File: config.mk
export PLATFORM = sky130hd
export DESIGN_NAME = iapd_ctrl
export DESIGN_NICKNAME = d
export VERILOG_FILES = /design/src/iapd_pkg.sv /design/src/iapd_ctrl.sv
export VERILOG_INCLUDE_DIRS = /design/src /design/src/src
export SDC_FILE = /design/constraint.sdc
export NUM_CORES = 1
export LEC_CHECK = 0
export ABC_AREA = 0
export BUFFER_PORTS_ARGS = -buffer_cell sky130_fd_sc_hd__buf_2
export CORE_UTILIZATION = 50
export CTS_BUF_LIST = sky130_fd_sc_hd__clkbuf_4 sky130_fd_sc_hd__clkbuf_8 sky130_fd_sc_hd__clkbuf_16
export DETAILED_ROUTE_END_ITERATION = 10
export GPL_ROUTABILITY_DRIVEN = 0
export PLACE_DENSITY = 0.87
export SLEW_MARGIN = 30
export SYNTH_ARGS = -nofsm -noshare
export SYNTH_HDL_FRONTEND = slang
export SYNTH_SLANG_ARGS = --single-unit
File: constraint.sdc
create_clock -name mclk -period 5.6 [get_ports mclk]
set_input_delay 0.84 -clock mclk [delete_from_list [all_inputs] [get_ports mclk]]
set_output_delay 0.84 -clock mclk [all_outputs]
set_load 0.1 [all_outputs]
File: src/iapd_map.svh
// Register offsets, field positions and timing figures for the auto powerdown control.
// Assumes inclusion by bare name from the package and the design module.
`ifndef IAPD_MAP_SVH
`define IAPD_MAP_SVH
`define IAPD_OFS_STAT_A 3'h0
`define IAPD_OFS_STAT_B 3'h1
`define IAPD_OFS_DMC 3'h2
`define IAPD_OFS_RATE 3'h4
`define IAPD_OFS_DATA 3'h5
`define IAPD_OFS_DIR_CCR 3'h7
`define IAPD_DMC_RST_N_BIT 2
`define IAPD_DMC_MOT_LO 4
`define IAPD_DMC_MOT_HI 7
`define IAPD_RATE_SWRST_BIT 7
`define IAPD_RATE_PD_BIT 6
`define IAPD_MSR_IDLE 8'h80
`define IAPD_CFG_FDC_BIT 0
`define IAPD_CFG_PAR_BIT 3
`define IAPD_CFG_SER1_BIT 4
`define IAPD_CFG_SER2_BIT 5
`define IAPD_IDLE_TIME_MS 10
`define IAPD_CLK_MHZ 100
`define IAPD_IDLE_CYCLES (`IAPD_IDLE_TIME_MS * 1000 * `IAPD_CLK_MHZ)
`define IAPD_DMC_RESET 8'h04
`define IAPD_ECR_SPP 3'h0
`define IAPD_ECR_BIDIR 3'h1
`define IAPD_ECR_EPP 3'h4
`endif

File: src/iapd_pkg.sv
// Types shared by the auto powerdown control and its surroundings.
// Assumes the map header sits on the include path.
`include "iapd_map.svh"
package iapd_pkg;
   typedef enum logic [1:0] {
      IAPD_AWAKE = 2'b00,
      IAPD_ARMED = 2'b01,
      IAPD_DOWN = 2'b11,
      IAPD_DIRECT = 2'b10
   } iapd_state_t;
   typedef struct packed {
      logic [3:0] motor_enables;
      logic [3:0] drive_selects;
      logic write_data_out;
      logic write_gate_out;
   } iapd_drive_t;
   typedef struct packed {
      logic step_dir_out;
      logic step_out;
      logic head_select_out;
      logic density_select_out;
      logic [1:0] rate_select_out;
   } iapd_local_t;
   typedef struct packed {
      logic rd;
      logic wr;
      logic [2:0] addr;
      logic [7:0] wdata;
   } iapd_host_t;
endpackage : iapd_pkg

File: src/iapd_ctrl.sv
// Auto powerdown control for the floppy, serial and parallel blocks.
// Assumes host strobes and core status come synchronous to mclk from device logic.
`timescale 1ns/100ps
`include "iapd_map.svh"
module iapd_ctrl
   import iapd_pkg::*;
#(
   parameter int IDLE_CYCLES = `IAPD_IDLE_CYCLES,
   parameter int NSER = 2
) (
   input wire logic mclk,
   input wire logic rst_n,
   input wire iapd_host_t host,
   output logic [7:0] host_rdata,
   input wire logic [7:0] status_a_live,
   input wire logic [7:0] status_b_live,
   input wire logic [7:0] main_status_live,
   input wire logic [7:0] data_live,
   input wire logic [7:0] dir_live,
   input wire logic fdc_int,
   input wire logic head_unload_done,
   input wire logic [7:0] auto_power_config,
   input wire logic core_irq,
   input wire logic core_drq,
   output logic interrupt_request_out,
   output logic dma_request_out,
   input wire iapd_drive_t core_drive,
   output iapd_drive_t drive_out,
   output iapd_drive_t drive_oe,
   input wire logic [5:0] drive_inputs_pin,
   output logic [5:0] drive_inputs,
   input wire iapd_local_t core_local,
   output iapd_local_t local_out,
   output logic [7:0] dmc_value,
   output logic [7:0] ccr_value,
   output logic fdc_powered_down,
   input wire logic [NSER-1:0] tx_buf_write,
   input wire logic [NSER-1:0] tx_empty,
   input wire logic [NSER-1:0] rx_fifo_empty,
   input wire logic [NSER-1:0] rx_idle,
   input wire logic [NSER-1:0] serial_receive_in,
   input wire logic [NSER-1:0] ring_indicator_in,
   output logic [NSER-1:0] ring_change,
   output logic [NSER-1:0] tx_powered_down,
   output logic [NSER-1:0] rx_powered_down,
   input wire logic epp_enabled,
   input wire logic ecp_enabled,
   input wire logic [2:0] ecr_mode,
   output logic epp_powered_down,
   output logic ecp_powered_down
);

   // ************************************************************
   // Floppy access decode
   // ************************************************************
   logic wr_dmc;
   logic wr_rate;
   logic wr_ccr;
   logic wake_access;
   logic wake_write;
   logic rd_any;
   logic [7:0] dmc_reg;
   logic [7:0] ccr_reg;
   logic [7:0] drive_in_s1;
   logic [7:0] drive_in_s2;

   assign wr_dmc = host.wr && host.addr == `IAPD_OFS_DMC;
   assign wr_rate = host.wr && host.addr == `IAPD_OFS_RATE;
   assign wr_ccr = host.wr && host.addr == `IAPD_OFS_DIR_CCR;
   assign rd_any = host.rd;
   // Only main status reads and data accesses wake on their own; control writes wake only as below.
   assign wake_access = (host.rd && host.addr == `IAPD_OFS_RATE) ||
                        ((host.rd || host.wr) && host.addr == `IAPD_OFS_DATA);
   // Control writes wake on a motor bit or a software reset.
   assign wake_write = (wr_dmc && (host.wdata[`IAPD_DMC_MOT_HI:`IAPD_DMC_MOT_LO] != 4'h0 ||
                                   !host.wdata[`IAPD_DMC_RST_N_BIT])) ||
                       (wr_rate && host.wdata[`IAPD_RATE_SWRST_BIT]);

   // ************************************************************
   // Stored control values
   // ************************************************************
   always_ff @(posedge mclk or negedge rst_n) begin
      if (!rst_n) begin
         dmc_reg <= `IAPD_DMC_RESET;
      end else if (wr_dmc) begin
         dmc_reg <= host.wdata;
      end
   end

   always_ff @(posedge mclk or negedge rst_n) begin
      if (!rst_n) begin
         ccr_reg <= 8'h00;
      end else if (wr_ccr) begin
         ccr_reg <= host.wdata;
      end
   end

   // Stored values reach the core only while awake, so sleeping writes apply on wake.
   logic [7:0] dmc_held_reg;
   logic [7:0] ccr_held_reg;

   // ************************************************************
   // Floppy power state
   // ************************************************************
   iapd_state_t state_reg;
   iapd_state_t state_next;
   logic [31:0] idle_cnt_reg;
   logic idle_done;
   logic idle_ok;
   logic auto_en;
   logic asleep;

   assign auto_en = auto_power_config[`IAPD_CFG_FDC_BIT];
   assign idle_done = idle_cnt_reg >= IDLE_CYCLES;
   assign idle_ok = auto_en && dmc_reg[`IAPD_DMC_MOT_HI:`IAPD_DMC_MOT_LO] == 4'h0 &&
                    main_status_live == `IAPD_MSR_IDLE && !fdc_int &&
                    head_unload_done && idle_done;

   always_ff @(posedge mclk or negedge rst_n) begin
      if (!rst_n) begin
         idle_cnt_reg <= 32'h0;
      end else if (!auto_en || wake_access || wake_write || state_reg == IAPD_DIRECT) begin
         idle_cnt_reg <= 32'h0;
      end else if (!idle_done) begin
         idle_cnt_reg <= idle_cnt_reg + 32'h1;
      end
   end

   always_comb begin
      state_next = state_reg;
      case (state_reg)
         IAPD_AWAKE: begin
            if (auto_en) begin
               state_next = IAPD_ARMED;
            end
         end
         IAPD_ARMED: begin
            if (!auto_en) begin
               state_next = IAPD_AWAKE;
            end else if (idle_ok && !wake_access && !wake_write) begin
               state_next = IAPD_DOWN;
            end
         end
         IAPD_DOWN: begin
            if (!auto_en || wake_access || wake_write) begin
               state_next = IAPD_ARMED;
            end
         end
         IAPD_DIRECT: begin
            if (wake_access || wake_write) begin
               state_next = IAPD_ARMED;
            end
         end
         default: begin
            state_next = IAPD_AWAKE;
         end
      endcase
      // Direct powerdown through the rate register wins over any auto state.
      if (wr_rate && host.wdata[`IAPD_RATE_PD_BIT] && !host.wdata[`IAPD_RATE_SWRST_BIT]) begin
         state_next = IAPD_DIRECT;
      end
   end

   always_ff @(posedge mclk or negedge rst_n) begin
      if (!rst_n) begin
         state_reg <= IAPD_AWAKE;
      end else begin
         state_reg <= state_next;
      end
   end

   // A waking access moves the state from DOWN to ARMED, so the part drops back by itself.
   assign asleep = state_reg == IAPD_DOWN || state_reg == IAPD_DIRECT;
   assign fdc_powered_down = asleep;

   always_ff @(posedge mclk or negedge rst_n) begin
      if (!rst_n) begin
         dmc_held_reg <= `IAPD_DMC_RESET;
         ccr_held_reg <= 8'h00;
      end else if (!asleep) begin
         dmc_held_reg <= dmc_reg;
         ccr_held_reg <= ccr_reg;
      end
   end
   assign dmc_value = dmc_held_reg;
   assign ccr_value = ccr_held_reg;

   // ************************************************************
   // Host read path
   // ************************************************************
   // Reads show live status, sleeping or not, except the DMC offset, which returns the stored dmc_reg.
   always_ff @(posedge mclk or negedge rst_n) begin
      if (!rst_n) begin
         host_rdata <= 8'h00;
      end else if (rd_any) begin
         case (host.addr)
            `IAPD_OFS_STAT_A: host_rdata <= status_a_live;
            `IAPD_OFS_STAT_B: host_rdata <= status_b_live;
            `IAPD_OFS_DMC: host_rdata <= dmc_reg;
            `IAPD_OFS_RATE: host_rdata <= main_status_live;
            `IAPD_OFS_DATA: host_rdata <= data_live;
            `IAPD_OFS_DIR_CCR: host_rdata <= dir_live;
            default: host_rdata <= 8'h00;
         endcase
      end
   end

   // ************************************************************
   // Pins in powerdown
   // ************************************************************
   always_ff @(posedge mclk or negedge rst_n) begin
      if (!rst_n) begin
         interrupt_request_out <= 1'b0;
         dma_request_out <= 1'b0;
         drive_out <= '0;
         local_out <= '0;
      end else begin
         interrupt_request_out <= core_irq && !asleep;
         dma_request_out <= core_drq && !asleep;
         drive_out <= core_drive;
         local_out <= core_local;
      end
   end
   assign drive_oe = asleep ? '0 : '1;

   // Drive pins arrive from outside and pass two flops before use.
   always_ff @(posedge mclk or negedge rst_n) begin
      if (!rst_n) begin
         drive_in_s1 <= 8'h00;
         drive_in_s2 <= 8'h00;
      end else begin
         drive_in_s1 <= {2'b00, drive_inputs_pin};
         drive_in_s2 <= drive_in_s1;
      end
   end
   // Gating the inputs keeps floating cable levels out of the core.
   assign drive_inputs = asleep ? 6'h00 : drive_in_s2[5:0];

   // ************************************************************
   // Serial ports
   // ************************************************************
   genvar g;
   generate
      for (g = 0; g < NSER; g++) begin : g_ser
         logic rx_s1;
         logic rx_s2;
         logic rx_d;
         logic ri_s1;
         logic ri_s2;
         logic ri_d;
         logic ser_en;
         logic tx_pd_reg;
         logic rx_pd_reg;
         assign ser_en = auto_power_config[`IAPD_CFG_SER1_BIT + g];

         always_ff @(posedge mclk or negedge rst_n) begin
            if (!rst_n) begin
               rx_s1 <= 1'b1;
               rx_s2 <= 1'b1;
               rx_d <= 1'b1;
               ri_s1 <= 1'b0;
               ri_s2 <= 1'b0;
               ri_d <= 1'b0;
            end else begin
               rx_s1 <= serial_receive_in[g];
               rx_s2 <= rx_s1;
               rx_d <= rx_s2;
               ri_s1 <= ring_indicator_in[g];
               ri_s2 <= ri_s1;
               ri_d <= ri_s2;
            end
         end
         // Ring detection runs regardless of powerdown.
         assign ring_change[g] = ri_s2 ^ ri_d;

         always_ff @(posedge mclk or negedge rst_n) begin
            if (!rst_n) begin
               tx_pd_reg <= 1'b0;
            end else if (!ser_en || tx_buf_write[g]) begin
               tx_pd_reg <= 1'b0;
            end else if (tx_empty[g]) begin
               tx_pd_reg <= 1'b1;
            end
         end

         always_ff @(posedge mclk or negedge rst_n) begin
            if (!rst_n) begin
               rx_pd_reg <= 1'b0;
            end else if (!ser_en || (rx_s2 != rx_d)) begin
               rx_pd_reg <= 1'b0;
            end else if (rx_fifo_empty[g] && rx_idle[g]) begin
               rx_pd_reg <= 1'b1;
            end
         end
         assign tx_powered_down[g] = tx_pd_reg;
         assign rx_powered_down[g] = rx_pd_reg;
      end
   endgenerate

   // ************************************************************
   // Parallel port
   // ************************************************************
   // Evaluated every cycle, so any mode or config change takes effect next edge.
   logic par_en;
   logic ecp_other;
   assign par_en = auto_power_config[`IAPD_CFG_PAR_BIT];
   assign ecp_other = ecr_mode == `IAPD_ECR_SPP || ecr_mode == `IAPD_ECR_BIDIR ||
                      ecr_mode == `IAPD_ECR_EPP;

   always_ff @(posedge mclk or negedge rst_n) begin
      if (!rst_n) begin
         epp_powered_down <= 1'b0;
         ecp_powered_down <= 1'b0;
      end else begin
         epp_powered_down <= par_en && (!epp_enabled ||
                             (ecp_enabled && ecr_mode != `IAPD_ECR_EPP));
         ecp_powered_down <= par_en && (!ecp_enabled || ecp_other);
      end
   end

endmodule : iapd_ctrl

# --- Word level (Yosys, flattened, before mapping) ---
# Cells that the tools add are included.
classes:
  addsub: 1
  n_mul: 0
  n_div: 0
  magnitude_cmp: 1
  n_eq_ne: 19
  shift: 0
  muxes: 20
  bitwise_logic: 2
  reduce_logical: 61
ops:
  columns: ["cell", "n"]
  rows:
  - ["two-way mux 32 bit", 2]
  - ["case mux 8 bit (6 select lines)", 1]
  - ["adder 32 x 1 -> 32 bit (second input constant)", 1]
  - [">= comparator 32 x 20 -> 1 bit (second input constant)", 1]
  - ["logical AND 1 bit", 23]
  - ["logical OR 1 bit", 17]
  - ["equality test 3 bit (second input constant)", 4]
  - ["two-way mux 2 bit", 6]
  - ["zero test 1 bit", 11]
  - ["two-way mux 10 bit", 1]
  - ["!= test 3 bit (second input constant)", 3]
  - ["equality test 8 bit (second input constant)", 1]
  - ["two-way mux 1 bit", 8]
  - ["case mux 2 bit (4 select lines)", 1]
  - ["nonzero test 2 bit", 4]
  - ["equality test 3 x 1 -> 1 bit (second input constant)", 2]
  - ["zero test 3 bit", 2]
  - ["two-way mux 6 bit", 1]
  - ["equality test 2 bit (second input constant)", 2]
  - ["zero test 4 bit", 1]
  - ["!= test 4 bit (second input constant)", 1]
  - ["AND reduction 4 bit", 1]
  - ["nonzero test 4 bit", 1]
  - ["equality test 3 x 2 -> 1 bit (second input constant)", 1]
  - ["6 further kinds", 8]
word_totals:
  regBits: 122
  latch_bits: 0
  ramBits: 0
  romBits: 0
  in_bits: 106
  out_inout_bits: 67
  wordCells: 142
  memories: 0

# --- Logic depth before layout (Yosys ltp) ---
depth:
  ltp_word: 12
  mapped_depth: 7
  mapped_depth_nobuf: 6

# --- Least setup slack after synthesis ---
# OpenSTA, ideal clock, no wires.
synth_timing:
  kind: "reg-to-output"
  from: "register state_reg[1]"
  to: "output drive_inputs[0]"
  arrival_ns: 2.134
  t_required_ns: 4.760
  slack_ns: 2.626
  path_stages_with_launch: 4
  n_path_buf: 2
  path_cell_list: "dfrtp_1 clkbuf_1 clkbuf_1 nor2b_1"
synth_via:
  elab_chain_len: 3
  elab_cells_between_ends: 4
  classes_between: "2 x eq/ne; 1 x mux; 1 x reduce/logical"
synth_rtl:
  columns: ["item", "line", "text"]
  rows:
  - ["start: declaration", "iapd_ctrl.sv:105", "iapd_state_t state_reg;"]
  - ["start signal: assignment", "iapd_ctrl.sv:168", "state_reg <= state_next;"]
  - ["equality test 2 bit", "iapd_ctrl.sv:173", "assign asleep = state_reg == IAPD_DOWN || state_reg == IAPD_DIRECT;"]
  - ["logical OR 1 bit (*)", "iapd_ctrl.sv:173", null]
  - ["two-way mux 6 bit (*)", "iapd_ctrl.sv:237", "assign drive_inputs = asleep ? 6'h00 : drive_in_s2[5:0];"]
  - ["end: declaration", "iapd_ctrl.sv:31", "output logic [5:0] drive_inputs,"]
# Mark *: on every way between the ends. The rest lies on a longest branch, timed or not.

# --- Final worst setup path ---
layout_timing:
  from: "register state_reg[1]"
  to: "output fdc_powered_down"
layout_via:
  elab_chain_len: 2
  elab_cells_between_ends: 3
  classes_between: "2 x eq/ne; 1 x reduce/logical"
layout_rtl:
  columns: ["item", "line", "text"]
  rows:
  - ["equality test 2 bit", "iapd_ctrl.sv:173", null]
  - ["logical OR 1 bit (*)", "iapd_ctrl.sv:173", null]
  - ["end: declaration", "iapd_ctrl.sv:36", "output logic fdc_powered_down,"]
# Marked as above.

==> summary.md <==
| Metric | Value |
|---|---|
| Status | complete, no violations |
| Syn Std Cell Area | around 5000 um2 |
| Final HPWL DP | around 8000 um |
| CTS resizes | 0 |
| Post-Route Setup TNS | 0 ps |
| Post-synth EDFFs | 0 |
| Synth Net Count | slightly above 500 |
| #FFs+latches synth | ~120 |
| RSZ-0062 raised after global routing | no |
| Leakage | 3.06 nW |
| Actual slew at the worst max-slew pin | ~960 ps |
| Average via count per standard cell | ~5.4 |
| Total GRT Usage | between 20% and 30% |
| IO Count | approximately 170 |
| Total core area | around 9700 um2 |
| Fin. Hold Viols | 0 |
| DRC Markers | 0 |
| Root buffer cell | clkbuf_8 |
| Final wirelength | roughly 11,000 um |
| Post-synthesis sequential area ratio | about three fifths |
| H-tree Lvls | 4 |
| Die Ht | between 100 and 150 um |
| GRT overflow | 0 |
| Initial Util | around half |
| Most used routing layer | met2 |
| DR vias | approximately 3,800 |
| CP max FO | 20 |
| Synth warnings | 0 |
| Final Util | 66.3% |
| Initial drt markers | 163 |
| Layout Skew | around 5.2 ps |
| Chip width | 102 um |
| M1 GR Usage | 26.6% |
| Share of post-route cells with drive strength above 1 | between 40 and 50% |
| Max Fclk | about 360 MHz |
| Pin count of the biggest net entering global routing | 75 |
| Syn Inst Count | about 400 |
| Hold Slack | between 300 and 400 ps |
| Vias in the first global route | between 3,000 and 4,000 |
| Tmin final | between 2000 and 3000 ps |
| Initial antenna violation count | 0 |
| Per-cell routed wire length | around 16 um |
| Syn Area/Cell | around 12 um2 |
| FP Rows | 36 |
| Clk buf depth | 2 |
| Worst endpoint required time | around 4800 ps |
| Post-CTS Repair Setup Buffers | 0 |
| Crit path arrival time | 1910 ps |
| Post-route insts no fill | between 700 and 800 |
| Max FFs per register | 32 |
| Crit end category | output port |
| Worst slew margin | between 30 and 40% |
| Period utilisation layout | roughly half |
| # setup viols final | 0 |
| Antenna Violating Nets Remaining | 0 |
| Grt met2 use | around two fifths |
| Power per cell area | about 420 nW/um2 |
| Crit Path Category | flop to output port |
| Cell variety after synth | 47 |
| Max-slew violations | 0 |
| Clock-pin transition on the worst setup and hold timing paths | ~60 ps |
| Async S/R FF share, synth | 100% |
| Antenna Cells | 0 |
| Die area | ~10,000 um2 |
| Number of max-cap violations | 0 |
| VDD IR max | approximately 0.35 mV |
| Global-route wire length before repair | 18,000 um |
| Fin nets | roughly 670 |
| Pre-CTS WS | ~2900 ps |
| Crit path launch type | flop |
| Total CTS buffers | 17 |
| Clk Latency, worst-skew pair | about 500 ps |
| Post-CTS Hold Buffers | 0 |
| CTS Sinks | roughly 120 |
| Worst Hold Class | primary input to asynchronous set/reset pin |
| Syn-to-layout area delta | 28.8% |
| Top FF cell, synth | dfrtp_1 |
| Met3 usage | around 6.8% |
| PortBufs | roughly 170 |
| Cell count after placement | 678 |
| Pre-antenna DRT Iters | 4 |
| Final worst setup slack | ~2800 ps |
| CTS tree | built |
==> stage by stage <==
step / instance area [um2] / power [W]
after floorplan: 5000 / 0.00159
after global placement: 5890 / 0.00173
after detailed placement: 5890 / 0.00174
after CTS: 6440 / 0.00276
after global routing: 6450 / 0.00283
final: 6450 / 0.00274
==> path summary, 6_finish.rpt <==
check,endpoint,cells past startpoint,slack (ps),startpoint
max,fdc_powered_down,2,2850,state_reg[1]
min,idle_cnt_reg[18],1,320,rst_n
max reg2reg,idle_cnt_reg[18],5,3250,idle_cnt_reg[13]
min reg2reg,drive_in_s2[3],0,350,drive_in_s1[3]
max in group asynchronous,drive_in_s1[1],2,4220,rst_n
min in group mclk,drive_in_s2[3],0,350,drive_in_s1[3]
==> where the power goes <==
| group | switching [W] | total (W) | internal, W |
|---|---|---|---|
| clock network | 0.000406 | 0.00101 | 0.000601 |
| registers | 0.0000515 | 0.00102 | 0.000971 |
| logic | 0.000568 | 0.000709 | 0.000141 |
| total | 0.00103 | 0.00274 | 0.00171 |
==> critical path, stage by stage, from the launching register on <==
cell     delay, ps
dfrtp_1        570
buf_4          350
buf_2          480
==> final cells by class <==
cell class | instances | area (um2)
fillers | 703 | 3280
flip-flops and latches | 122 | 3060
multi-input cells | 245 | 1760
repair buffers | 172 | 877
clock buffers | 18 | 422
well taps | 133 | 166
clock inverters | 14 | 136
inverters | 6 | 22.5
==> Yosys cell counts (2+ instances only) <==
cell type,n,area share (%)
and2_1,14,1.7
or3_1,4,0.50
o211ai_1,3,0.45
o31ai_1,5,0.75
xnor2_1,6,1.0
buf_4,13,1.9
and4_1,3,0.53
nor3b_1,2,0.30
dfrtp_1,114,57
nor2_1,17,1.3
a21o_1,2,0.30
a21oi_1,25,2.5
nor4b_1,3,0.53
nand4_1,6,0.75
and3_1,3,0.38
nand3_1,5,0.50
nand2b_1,6,0.75
mux2i_1,5,1.0
ha_1,2,0.50
a221oi_1,8,1.4
mux2_2,41,9.2
a21boi_0,3,0.45
or4_1,7,1.0
nor2b_1,10,1.3
dfstp_2,8,4.2
o2bb2ai_1,8,1.4
nand2_1,23,1.7
xor2_1,2,0.35
a2111oi_0,2,0.35
clkbuf_1,13,0.98
inv_1,5,0.38
nor3_1,2,0.20
a22oi_1,8,1.2
buf_1,2,0.15
o21ai_0,6,0.60
nor4_1,5,0.63
==> cells by family after synthesis <==
kind of cell / share of synthesized area (%)
AO/OA/AOI/OAI: 10.5
multiplexers: 10.2
XOR/XNOR: 1.40
adder cells (fa/ha/maj): 0.500
flip-flops: 61.2
AND/OR/NAND/NOR: 12.6
buffers and inverters: 3.62
==> metal layers <==
layer	wire length (um)	share of wire, %
met1	4540	40
met4	192	1.7
met5	0	0
met3	858	7.6
met2	5670	50
==> cells in the final DEF (no fill, tap or decap), types with 4 or more instances in the layout <==
| cell type | count |
|---|---|
| clkbuf_16 | 16 |
| nor2b_1 | 10 |
| inv_1 | 5 |
| nand3_1 | 5 |
| or3_1 | 4 |
| or4_1 | 7 |
| and2_1 | 14 |
| nor4_1 | 5 |
| o2bb2ai_1 | 8 |
| mux2_2 | 41 |
| nor2_1 | 17 |
| xnor2_1 | 6 |
| o31ai_1 | 5 |
| nand4_1 | 6 |
| dfstp_2 | 8 |
| dfrtp_1 | 114 |
| nand2_1 | 23 |
| mux2i_1 | 5 |
| o21ai_0 | 6 |
| a22oi_1 | 8 |
| a21oi_1 | 25 |
| nand2b_1 | 6 |
| a221oi_1 | 8 |
| inv_6 | 6 |
| buf_2 | 167 |
| buf_4 | 4 |
No activity file was read; power rests on OpenSTA's default activity.
